===== config.mk =====
export PLATFORM = sky130hd
export DESIGN_NAME = frame_sync_output_config
export DESIGN_NICKNAME = d
export VERILOG_FILES = /design/src/sync_shaper.v /design/src/frame_sync_output_config.v
export VERILOG_INCLUDE_DIRS = /design/src
export SDC_FILE = /design/constraint.sdc
export NUM_CORES = 1
export LEC_CHECK = 0
export BUFFER_PORTS_ARGS = -buffer_cell sky130_fd_sc_hd__buf_2
export CORE_ASPECT_RATIO = 1.1
export CORE_MARGIN = 10
export CORE_UTILIZATION = 47
export CTS_CLUSTER_SIZE = 28
export DETAILED_ROUTE_END_ITERATION = 7
export PLACE_DENSITY = 0.77
export SYNTH_ARGS = -nofsm -noshare
export SYNTH_HDL_FRONTEND = slang
export SYNTH_HIERARCHICAL = 1
export SYNTH_SLANG_ARGS = --single-unit

===== constraint.sdc =====
create_clock -name clk_sys_i -period 1.6 [get_ports clk_sys_i]
set_input_delay 0.16 -clock clk_sys_i [delete_from_list [all_inputs] [get_ports clk_sys_i]]
set_output_delay 0.16 -clock clk_sys_i [all_outputs]
set_load 0.005 [all_outputs]

===== src/sync_cfg_map.vh =====
`ifndef SYNC_CFG_MAP_VH
`define SYNC_CFG_MAP_VH
// register byte addresses
`define SC_ADDR_PULSE      12'h000
`define SC_ADDR_PHASE      12'h004
`define SC_ADDR_STATUS     12'h008
// sync pulse register fields
`define SC_SRC_BIT         7
`define SC_FR_INV_BIT      3
`define SC_FR_PULSE_BIT    2
`define SC_MF_INV_BIT      1
`define SC_MF_PULSE_BIT    0
`define SC_PULSE_MASK      8'h8f
`define SC_PULSE_RESET     8'h00
// sync phase register fields
`define SC_INDEP_BIT       7
`define SC_FINE_BIT        6
`define SC_PHASE_LSB       0
`define SC_PHASE_MASK      8'hc3
`define SC_PHASE_RESET     8'h00
// sampling phase codes
`define SC_PH_ON_TARGET    2'h0
`define SC_PH_HALF_EARLY   2'h1
`define SC_PH_ONE_LATE     2'h2
`define SC_PH_HALF_LATE    2'h3
// sample delay codes, half-ui steps around the nominal
`define SC_DLY_NOMINAL     3'h2
`define SC_DLY_HALF_EARLY  3'h1
`define SC_DLY_ONE_LATE    3'h4
`define SC_DLY_HALF_LATE   3'h3
// sample rate codes
`define SC_RATE_6M48       2'h0
`define SC_RATE_19M44      2'h1
`define SC_RATE_38M88      2'h2
// ahb transfer type
`define SC_HTRANS_NONSEQ   2'h2
`endif


===== src/sync_shaper.v =====
`timescale 1ns/1ps
`default_nettype none
// turns a raw 50:50 sync into the programmed shape and polarity
module sync_shaper (
  // clock and reset
  input  wire clk_sys_i,
  input  wire reset_i,
  // controls
  input  wire pulsed_i,
  input  wire invert_i,
  input  wire out3_en_i,
  input  wire out3_tick_i,
  input  wire raw_i,
  // shaped output
  output reg  sync_o
);
  reg raw_q;
  reg arm_q;
  reg pulse_q;
  wire rise;
  assign rise = raw_i & ~raw_q;
  always @(posedge clk_sys_i) begin
    if (reset_i) begin
      raw_q   <= 1'b0;
      arm_q   <= 1'b0;
      pulse_q <= 1'b0;
      sync_o  <= 1'b0;
    end else begin
      raw_q <= raw_i;
      // a rise only arms: opening on a tick and closing on the next one gives
      // a whole third-output period, not the remainder of the current one
      if (rise)
        arm_q <= 1'b1;
      else if (out3_tick_i)
        arm_q <= 1'b0;
      if (out3_tick_i)
        pulse_q <= arm_q;
      // without the third output enabled, pulsed mode has no width source: stay idle
      if (pulsed_i)
        sync_o <= (pulse_q & out3_en_i) ^ invert_i;
      else
        sync_o <= raw_q ^ invert_i;
    end
  end
endmodule // sync_shaper
`default_nettype wire


===== src/frame_sync_output_config.v =====
// How it works
// - pulse reg bit 7 picks sync timing: 0 main dpll, 1 auxiliary dpll.
// - pulse reg bit 3 set inverts the 8 kHz frame sync output.
// - pulse reg bit 2 set makes frame sync pulsed, clear gives 50:50.
// - pulsed frame sync needs output 3 on; pulse is one output-3 period.
// - pulse reg bit 1 set inverts the 2 kHz multiframe sync output.
// - pulse reg bit 0 set makes multiframe sync pulsed, clear gives 50:50.
// - pulsed multiframe sync needs output 3 on; pulse is one output-3 period.
// - phase reg bit 7 clear keeps syncs aligned to clocks; set leaves clocks alone unless bit 6 is set.
// - phase reg bit 6 picks 6.48 MHz or fine 19.44/38.88 MHz sampling.
// - phase field 00 on target, 01 half early, 10 one late, 11 half late.
`timescale 1ns/1ps
`default_nettype none
`include "sync_cfg_map.vh"
module frame_sync_output_config (
  // clock and reset
  input  wire        clk_sys_i,
  input  wire        reset_i,
  // ahb-lite slave
  input  wire        hsel_i,
  input  wire [11:0] haddr_i,
  input  wire [1:0]  htrans_i,
  input  wire        hwrite_i,
  input  wire [2:0]  hsize_i,
  input  wire [31:0] hwdata_i,
  input  wire        hready_i,
  output reg  [31:0] hrdata_o,
  output wire        hreadyout_o,
  output wire        hresp_o,
  // raw 50:50 timing from both dplls
  input  wire        main_dpll_8k_i,
  input  wire        main_dpll_2k_i,
  input  wire        auxiliary_dpll_8k_i,
  input  wire        auxiliary_dpll_2k_i,
  // third output clock status
  input  wire        out3_en_i,
  input  wire        out3_clk_i,
  // external sync input and reference rate
  input  wire        external_sync_input_i,
  input  wire        ref_is_38m88_i,
  // sync outputs
  output wire        frame_sync_output_o,
  output wire        multiframe_sync_output_o,
  // general clock output timing and controls
  output reg         gen_8k_o,
  output reg         gen_2k_o,
  output reg         sync_resync_o,
  output reg         clocks_resync_o,
  output reg  [1:0]  sample_rate_sel_o,
  output reg  [2:0]  sample_delay_o
);
  reg [7:0]  sync_pulse_shape_config_q;
  reg [7:0]  sync_input_phase_config_q;
  reg        wr_pend_q;
  reg [11:0] addr_q;
  reg [1:0]  m8_s_q;
  reg [1:0]  m2_s_q;
  reg [1:0]  a8_s_q;
  reg [1:0]  a2_s_q;
  reg [1:0]  o3_s_q;
  reg        o3_prev_q;
  reg [1:0]  ext_s_q;
  reg        ext_prev_q;
  wire       src_aux;
  wire       raw_8k;
  wire       raw_2k;
  wire       out3_tick;
  wire       ext_fall;
  wire       addr_phase;
  wire       ext_level;
  wire       out3_level;
  wire [1:0] phase_field;
  reg  [31:0] rd_mux;

  // one decode serves both the write strobes and the read mux
  function reg_hit;
    input [11:0] addr;
    input [11:0] offset;
    begin
      reg_hit = (addr == offset);
    end
  endfunction

  // write data keeps only the implemented bits
  function [7:0] masked_byte;
    input [31:0] data;
    input [7:0]  mask;
    begin
      masked_byte = data[7:0] & mask;
    end
  endfunction

  // sampling phase field to half-ui delay steps
  function [2:0] delay_code;
    input [1:0] phase;
    begin
      case (phase)
        `SC_PH_ON_TARGET:  delay_code = `SC_DLY_NOMINAL;
        `SC_PH_HALF_EARLY: delay_code = `SC_DLY_HALF_EARLY;
        `SC_PH_ONE_LATE:   delay_code = `SC_DLY_ONE_LATE;
        `SC_PH_HALF_LATE:  delay_code = `SC_DLY_HALF_LATE;
        default:           delay_code = `SC_DLY_NOMINAL;
      endcase
    end
  endfunction

  // fine sampling follows whichever reference rate is current
  function [1:0] rate_code;
    input fine;
    input ref_38m88;
    begin
      if (!fine)
        rate_code = `SC_RATE_6M48;
      else if (ref_38m88)
        rate_code = `SC_RATE_38M88;
      else
        rate_code = `SC_RATE_19M44;
    end
  endfunction

  // two-stage capture of the dpll, output-3 clock and external sync inputs; only the second stage is read
  always @(posedge clk_sys_i) begin
    if (reset_i)
      m8_s_q <= 2'h0;
    else
      m8_s_q <= {m8_s_q[0], main_dpll_8k_i};
  end

  always @(posedge clk_sys_i) begin
    if (reset_i)
      m2_s_q <= 2'h0;
    else
      m2_s_q <= {m2_s_q[0], main_dpll_2k_i};
  end

  always @(posedge clk_sys_i) begin
    if (reset_i)
      a8_s_q <= 2'h0;
    else
      a8_s_q <= {a8_s_q[0], auxiliary_dpll_8k_i};
  end

  always @(posedge clk_sys_i) begin
    if (reset_i)
      a2_s_q <= 2'h0;
    else
      a2_s_q <= {a2_s_q[0], auxiliary_dpll_2k_i};
  end

  always @(posedge clk_sys_i) begin
    if (reset_i)
      o3_s_q <= 2'h0;
    else
      o3_s_q <= {o3_s_q[0], out3_clk_i};
  end

  always @(posedge clk_sys_i) begin
    if (reset_i)
      ext_s_q <= 2'h0;
    else
      ext_s_q <= {ext_s_q[0], external_sync_input_i};
  end

  assign out3_level = o3_s_q[1];
  assign ext_level  = ext_s_q[1];

  // edge detector history resets low, so a sync input that sits high
  // at release can never fake a falling edge and a spurious resync
  always @(posedge clk_sys_i) begin
    if (reset_i) begin
      o3_prev_q  <= 1'b0;
      ext_prev_q <= 1'b0;
    end else begin
      o3_prev_q  <= out3_level;
      ext_prev_q <= ext_level;
    end
  end

  assign out3_tick = o3_s_q[1] & ~o3_prev_q;
  // the source is expected to align its falling edge near the reference edge
  assign ext_fall  = ext_prev_q & ~ext_s_q[1];

  assign src_aux = sync_pulse_shape_config_q[`SC_SRC_BIT];
  assign raw_8k  = src_aux ? a8_s_q[1] : m8_s_q[1];
  assign raw_2k  = src_aux ? a2_s_q[1] : m2_s_q[1];

  always @(posedge clk_sys_i) begin
    if (reset_i) begin
      gen_8k_o <= 1'b0;
      gen_2k_o <= 1'b0;
    end else begin
      gen_8k_o <= raw_8k;
      gen_2k_o <= raw_2k;
    end
  end

  sync_shaper u_frame (
    .clk_sys_i   (clk_sys_i),
    .reset_i     (reset_i),
    .pulsed_i    (sync_pulse_shape_config_q[`SC_FR_PULSE_BIT]),
    .invert_i    (sync_pulse_shape_config_q[`SC_FR_INV_BIT]),
    .out3_en_i   (out3_en_i),
    .out3_tick_i (out3_tick),
    .raw_i       (raw_8k),
    .sync_o      (frame_sync_output_o)
  );

  sync_shaper u_multiframe (
    .clk_sys_i   (clk_sys_i),
    .reset_i     (reset_i),
    .pulsed_i    (sync_pulse_shape_config_q[`SC_MF_PULSE_BIT]),
    .invert_i    (sync_pulse_shape_config_q[`SC_MF_INV_BIT]),
    .out3_en_i   (out3_en_i),
    .out3_tick_i (out3_tick),
    .raw_i       (raw_2k),
    .sync_o      (multiframe_sync_output_o)
  );

  // resync strobe on each external sync falling edge
  always @(posedge clk_sys_i) begin
    if (reset_i)
      sync_resync_o <= 1'b0;
    else
      sync_resync_o <= ext_fall;
  end

  // independent mode leaves the other clocks alone, but fine sampling
  // still pulls the derived clocks along with the sync input
  always @(posedge clk_sys_i) begin
    if (reset_i)
      clocks_resync_o <= 1'b0;
    else
      clocks_resync_o <= ext_fall & (~sync_input_phase_config_q[`SC_INDEP_BIT]
                         | sync_input_phase_config_q[`SC_FINE_BIT]);
  end

  always @(posedge clk_sys_i) begin
    if (reset_i)
      sample_rate_sel_o <= `SC_RATE_6M48;
    else
      sample_rate_sel_o <= rate_code(sync_input_phase_config_q[`SC_FINE_BIT],
                                     ref_is_38m88_i);
  end

  assign phase_field = sync_input_phase_config_q[`SC_PHASE_LSB+1:`SC_PHASE_LSB];

  always @(posedge clk_sys_i) begin
    if (reset_i)
      sample_delay_o <= `SC_DLY_NOMINAL;
    else
      sample_delay_o <= delay_code(phase_field);
  end

  // ahb-lite: zero wait states, always okay
  assign hreadyout_o = 1'b1;
  assign hresp_o     = 1'b0;
  assign addr_phase  = hsel_i & hready_i & (htrans_i == `SC_HTRANS_NONSEQ);

  // address phase captured for the data phase that follows
  always @(posedge clk_sys_i) begin
    if (reset_i) begin
      wr_pend_q <= 1'b0;
      addr_q    <= 12'h000;
    end else if (hready_i) begin
      wr_pend_q <= addr_phase & hwrite_i;
      addr_q    <= haddr_i;
    end
  end

  // writes land in the data phase; unused bits are never stored
  always @(posedge clk_sys_i) begin
    if (reset_i)
      sync_pulse_shape_config_q <= `SC_PULSE_RESET;
    else if (wr_pend_q & reg_hit(addr_q, `SC_ADDR_PULSE))
      sync_pulse_shape_config_q <= masked_byte(hwdata_i, `SC_PULSE_MASK);
  end

  always @(posedge clk_sys_i) begin
    if (reset_i)
      sync_input_phase_config_q <= `SC_PHASE_RESET;
    else if (wr_pend_q & reg_hit(addr_q, `SC_ADDR_PHASE))
      sync_input_phase_config_q <= masked_byte(hwdata_i, `SC_PHASE_MASK);
  end

  // read mux; unmapped offsets read as zero
  always @* begin
    rd_mux = 32'h0000_0000;
    if (reg_hit(haddr_i, `SC_ADDR_PULSE))
      rd_mux = {24'h000000, sync_pulse_shape_config_q};
    else if (reg_hit(haddr_i, `SC_ADDR_PHASE))
      rd_mux = {24'h000000, sync_input_phase_config_q};
    else if (reg_hit(haddr_i, `SC_ADDR_STATUS))
      rd_mux = {26'h0, ext_level, out3_en_i, multiframe_sync_output_o,
                frame_sync_output_o, gen_2k_o, gen_8k_o};
  end

  // registered at the address phase so it already stands in the data phase
  always @(posedge clk_sys_i) begin
    if (reset_i)
      hrdata_o <= 32'h0000_0000;
    else if (addr_phase & ~hwrite_i)
      hrdata_o <= rd_mux;
  end
endmodule // frame_sync_output_config
`default_nettype wire


==> impl_metrics.py <==
metrics = {
    "run_status": {
        "run_status": "completed",
    },
    "grt": {
        "antenna_violations_before_repair": 0,
        "globalRouteOverflowTotal": 0,
        "vias_in_the_first_global_route": 1852,
        "global_route.usage.total_pct": 12.3,
        "grt_pass1_wl_um": 8200,
        "grt_start_max_net_pins": 40,
    },
    "floorplanning": {
        "floorplan.core_area_um2": 5070,
        "top_level_ports": 107,
        "fp.dieW_um": 89.5,
        "floorplan.initialDensity_pct": 49.3,
        "die_area_um2": 8630,
        "dieHeight_um": 96.4,
        "placementRows": 27,
    },
    "final_layout": {
        "post_layout_util_pct": 58.1,
        "fillers": 443,
        "areaGrowthSynthToFinish_pct": 17.9,
        "final_cell_area_um2": 2940,
        "drive_gt1_share_pct": 28.5,
        "num-nets-final": 363,
        "antenna_cells_inserted": 0,
        "layout.cells.most_common": "sky130_fd_sc_hd__dfxtp_1",
        "layout_common_cells": "61 x sky130_fd_sc_hd__dfxtp_1, 51 x sky130_fd_sc_hd__buf_2, 29 x sky130_fd_sc_hd__nor2_1, 26 x sky130_fd_sc_hd__mux2i_1, 26 x sky130_fd_sc_hd__conb_1",
    },
    "sta": {
        "max_freq_mhz": 670,
        "hold_viol": 0,
        "final.min_clock_period_ns": 1.49,
        "fin_tns_setup_ns": 0,
        "fin_ws_ns": 0.107,
        "final_max_slew_viol_count": 0,
        "setup_viol": 0,
        "worst_clock_skew_ns": 0.00640,
        "final.period_utilization_pct": 93.3,
    },
    "pwr": {
        "power_switching_share_pct": 22.2,
        "p_int_mw": 2.52,
        "leakage_nw": 1.34,
        "total_power_mw": 3.24,
        "p_switching_mw": 0.720,
        "peak_supply_drop_v": 0.000535,
        "power.clock.fraction_pct": 44.9,
        "pwr_density_cell_nw_per_um2": 1100,
        "power.share.sequential_pct": 48.7,
        "combinationalPowerShare_pct": 6.3,
    },
    "clocking": {
        "cts_setup_buffers": 0,
        "clock_tree.root_cell": "sky130_fd_sc_hd__clkbuf_8",
        "cts.sink_count": 61,
        "worst_skew_pair.late_latency_ns": 0.34,
        "cts_tree": "yes",
        "clkSlewWorstSetupHoldPaths_ns": 0.07,
        "numCtsBuffers": 9,
        "clock_tree.htree_level_count": 3,
        "clock_path_buffers": 2,
    },
    "synthesis": {
        "ys_warn_count": 6,
        "synth-seq-area-share_pct": 48.9,
        "share_of_synthesized_area_spent_on_multiplexers_pct": 11.3,
        "synthesis.instances": 241,
        "synth_area_leader_cell": "sky130_fd_sc_hd__dfxtp_1",
        "yosys.area_share.adder_pct": 2.01,
        "synth_simple_gate_area_share_pct": 22.1,
        "synthTopCellsByArea": "sky130_fd_sc_hd__dfxtp_1 49%, sky130_fd_sc_hd__mux2i_1 10%, sky130_fd_sc_hd__buf_4 8.1%",
        "synth_largest_type_area_fraction_pct": 48.9,
        "synth_top_family_by_area": "simple AND/OR/NAND/NOR gates",
        "ys_seq_elements": 61,
        "synth-compound-area-share_pct": 4.61,
        "synth-xor-area-share_pct": 0,
        "synth.distinct_cells": 37,
        "syn_avg_cell_area_um2": 10.4,
        "synthesis.area_um2": 2500,
    },
    "route": {
        "totalWireLength_um": 5140,
        "post_drt_wl_per_cell_um": 14.3,
        "remaining_drc_errors": 0,
        "drt_first_pass_iters": 4,
        "drt.antenna.violating_nets": 0,
        "drt_iter0_markers": 103,
        "drt-vias-per-instance": 4.83,
        "num_vias": 1738,
    },
    "placed_design": {
        "gp_congestion": 0.822,
        "post_dp_cell_area_um2": 2710,
        "dp.final_hpwl_um": 3820,
        "numPortBuffers": 51,
        "post-place-ws_ns": 0.0691,
    },
    "setup_path": {
        "crit_path_max_fanout": 5,
        "endpoint_kind": "register",
        "cp_data_arrival_time_ns": 1.71,
        "timing_worst_setup_path_type": "reg -> reg",
        "critical_path.startpoint_type": "register",
        "timing.critical_path.required_ns": 1.82,
    },
    "flow_run": {
        "maxCapViolCount": 0,
    },
    "hold_path": {
        "hold_path_class": "in -> reg",
    },
}
-- path summary, 6_finish.rpt --
| kind | slack [ns] | endpoint | cells past startpoint | startpoint |
|---|---|---|---|---|
| worst max register to register | 0.11 | sync_pulse_shape_config_q[2] | 6 | addr_q[6] |
| worst min-delay path | 0.03 | m2_s_q[0] | 2 | main_dpll_2k_i |
| worst max-delay path | 0.11 | sync_pulse_shape_config_q[2] | 6 | addr_q[6] |
| worst min register to register | 0.44 | a8_s_q[1] | 1 | a8_s_q[0] |
-- flip-flops by register name (all words and copies together), names as in the netlist, 2 cells and up --
name and cells:
addr_q 12, hrdata_o 8, sync_pulse_shape_config_q 5, sync_input_phase_config_q 4, sample_delay_o 3, a2_s_q 2, a8_s_q 2, ext_s_q 2
m2_s_q 2, m8_s_q 2, o3_s_q 2, sample_rate_sel_o 2
-- cell usage after synthesis (all sizes together) --
cell type	count
and4	1
o2bb2ai	2
nor4b	2
nand2	2
clkbuf	4
a22oi	3
nor2b	25
nor4	6
nor2	29
nor3	4
buf	33
and3b	1
nor3b	4
ha	4
inv	3
dfxtp	61
o31ai	2
nand2b	6
nand3	1
o21ai	2
mux2	2
mux2i	26
and4b	1
nand4	1
and3	2
a21boi	1
nand3b	3
and2	1
a21oi	4
a32o	2
nand4b	1
conb	2
-- through the flow --
stage	std cells	hold WS, ns
finish	360	0.0269
global route	360	0.0183
CTS	360	0.0114
detailed placement	343	0.342
global placement	343	0.335
floorplan	265	0.229
-- critical path, cell delays in order (launching register included) --
cell	delay, ns
sky130_fd_sc_hd__dfxtp_1	0.32
sky130_fd_sc_hd__nor4_2	0.30
sky130_fd_sc_hd__buf_4	0.16
sky130_fd_sc_hd__and4b_1	0.19
sky130_fd_sc_hd__buf_4	0.16
sky130_fd_sc_hd__mux2i_1	0.20
sky130_fd_sc_hd__nor2_1	0.05
-- final cells by class --
cell class	count	area [um2]	area share [%]
flip-flops and latches	61	1220	41.5
clock buffers	9	124	4.21
clock inverters	7	90.1	3.06
multi-input cells	164	1100	37.4
repair buffers	58	323	11.0
well taps	58	72.6	2.46
inverters	3	11.3	0.382
-- metal layers --
layer	track usage [%]	routed length [um]	vias up
li1	-	-	876
met1	13.5	2230	784
met2	19.8	2470	67
met3	5.19	335	11
met4	6.50	108	0
met5	0	0	-
-- logic make-up after synthesis --
logic type,after synthesis
compound gates,16
buf+inv,40
fa+ha+maj,4
flops,61
mux,28
other cells,2
simple gates,90
-- what timing repair did --
action,CTS,global route
endpoints found under the hold margin,1,0
hold buffers,1,0
gates resized for setup,0,1
endpoints found under the setup margin,0,5
-- power by group through the flow --
stage / registers (mW) / clock network [mW] / logic (mW)
2_1_floorplan: 1.61 / 0 / 0.164
3_3_place_gp: 1.61 / 0 / 0.195
3_5_place_dp: 1.61 / 0 / 0.198
4_1_cts: 1.58 / 1.50 / 0.201
5_1_grt: 1.58 / 1.56 / 0.231
6_report: 1.58 / 1.46 / 0.206
Note: power is estimated with default switching activity, not from simulation.
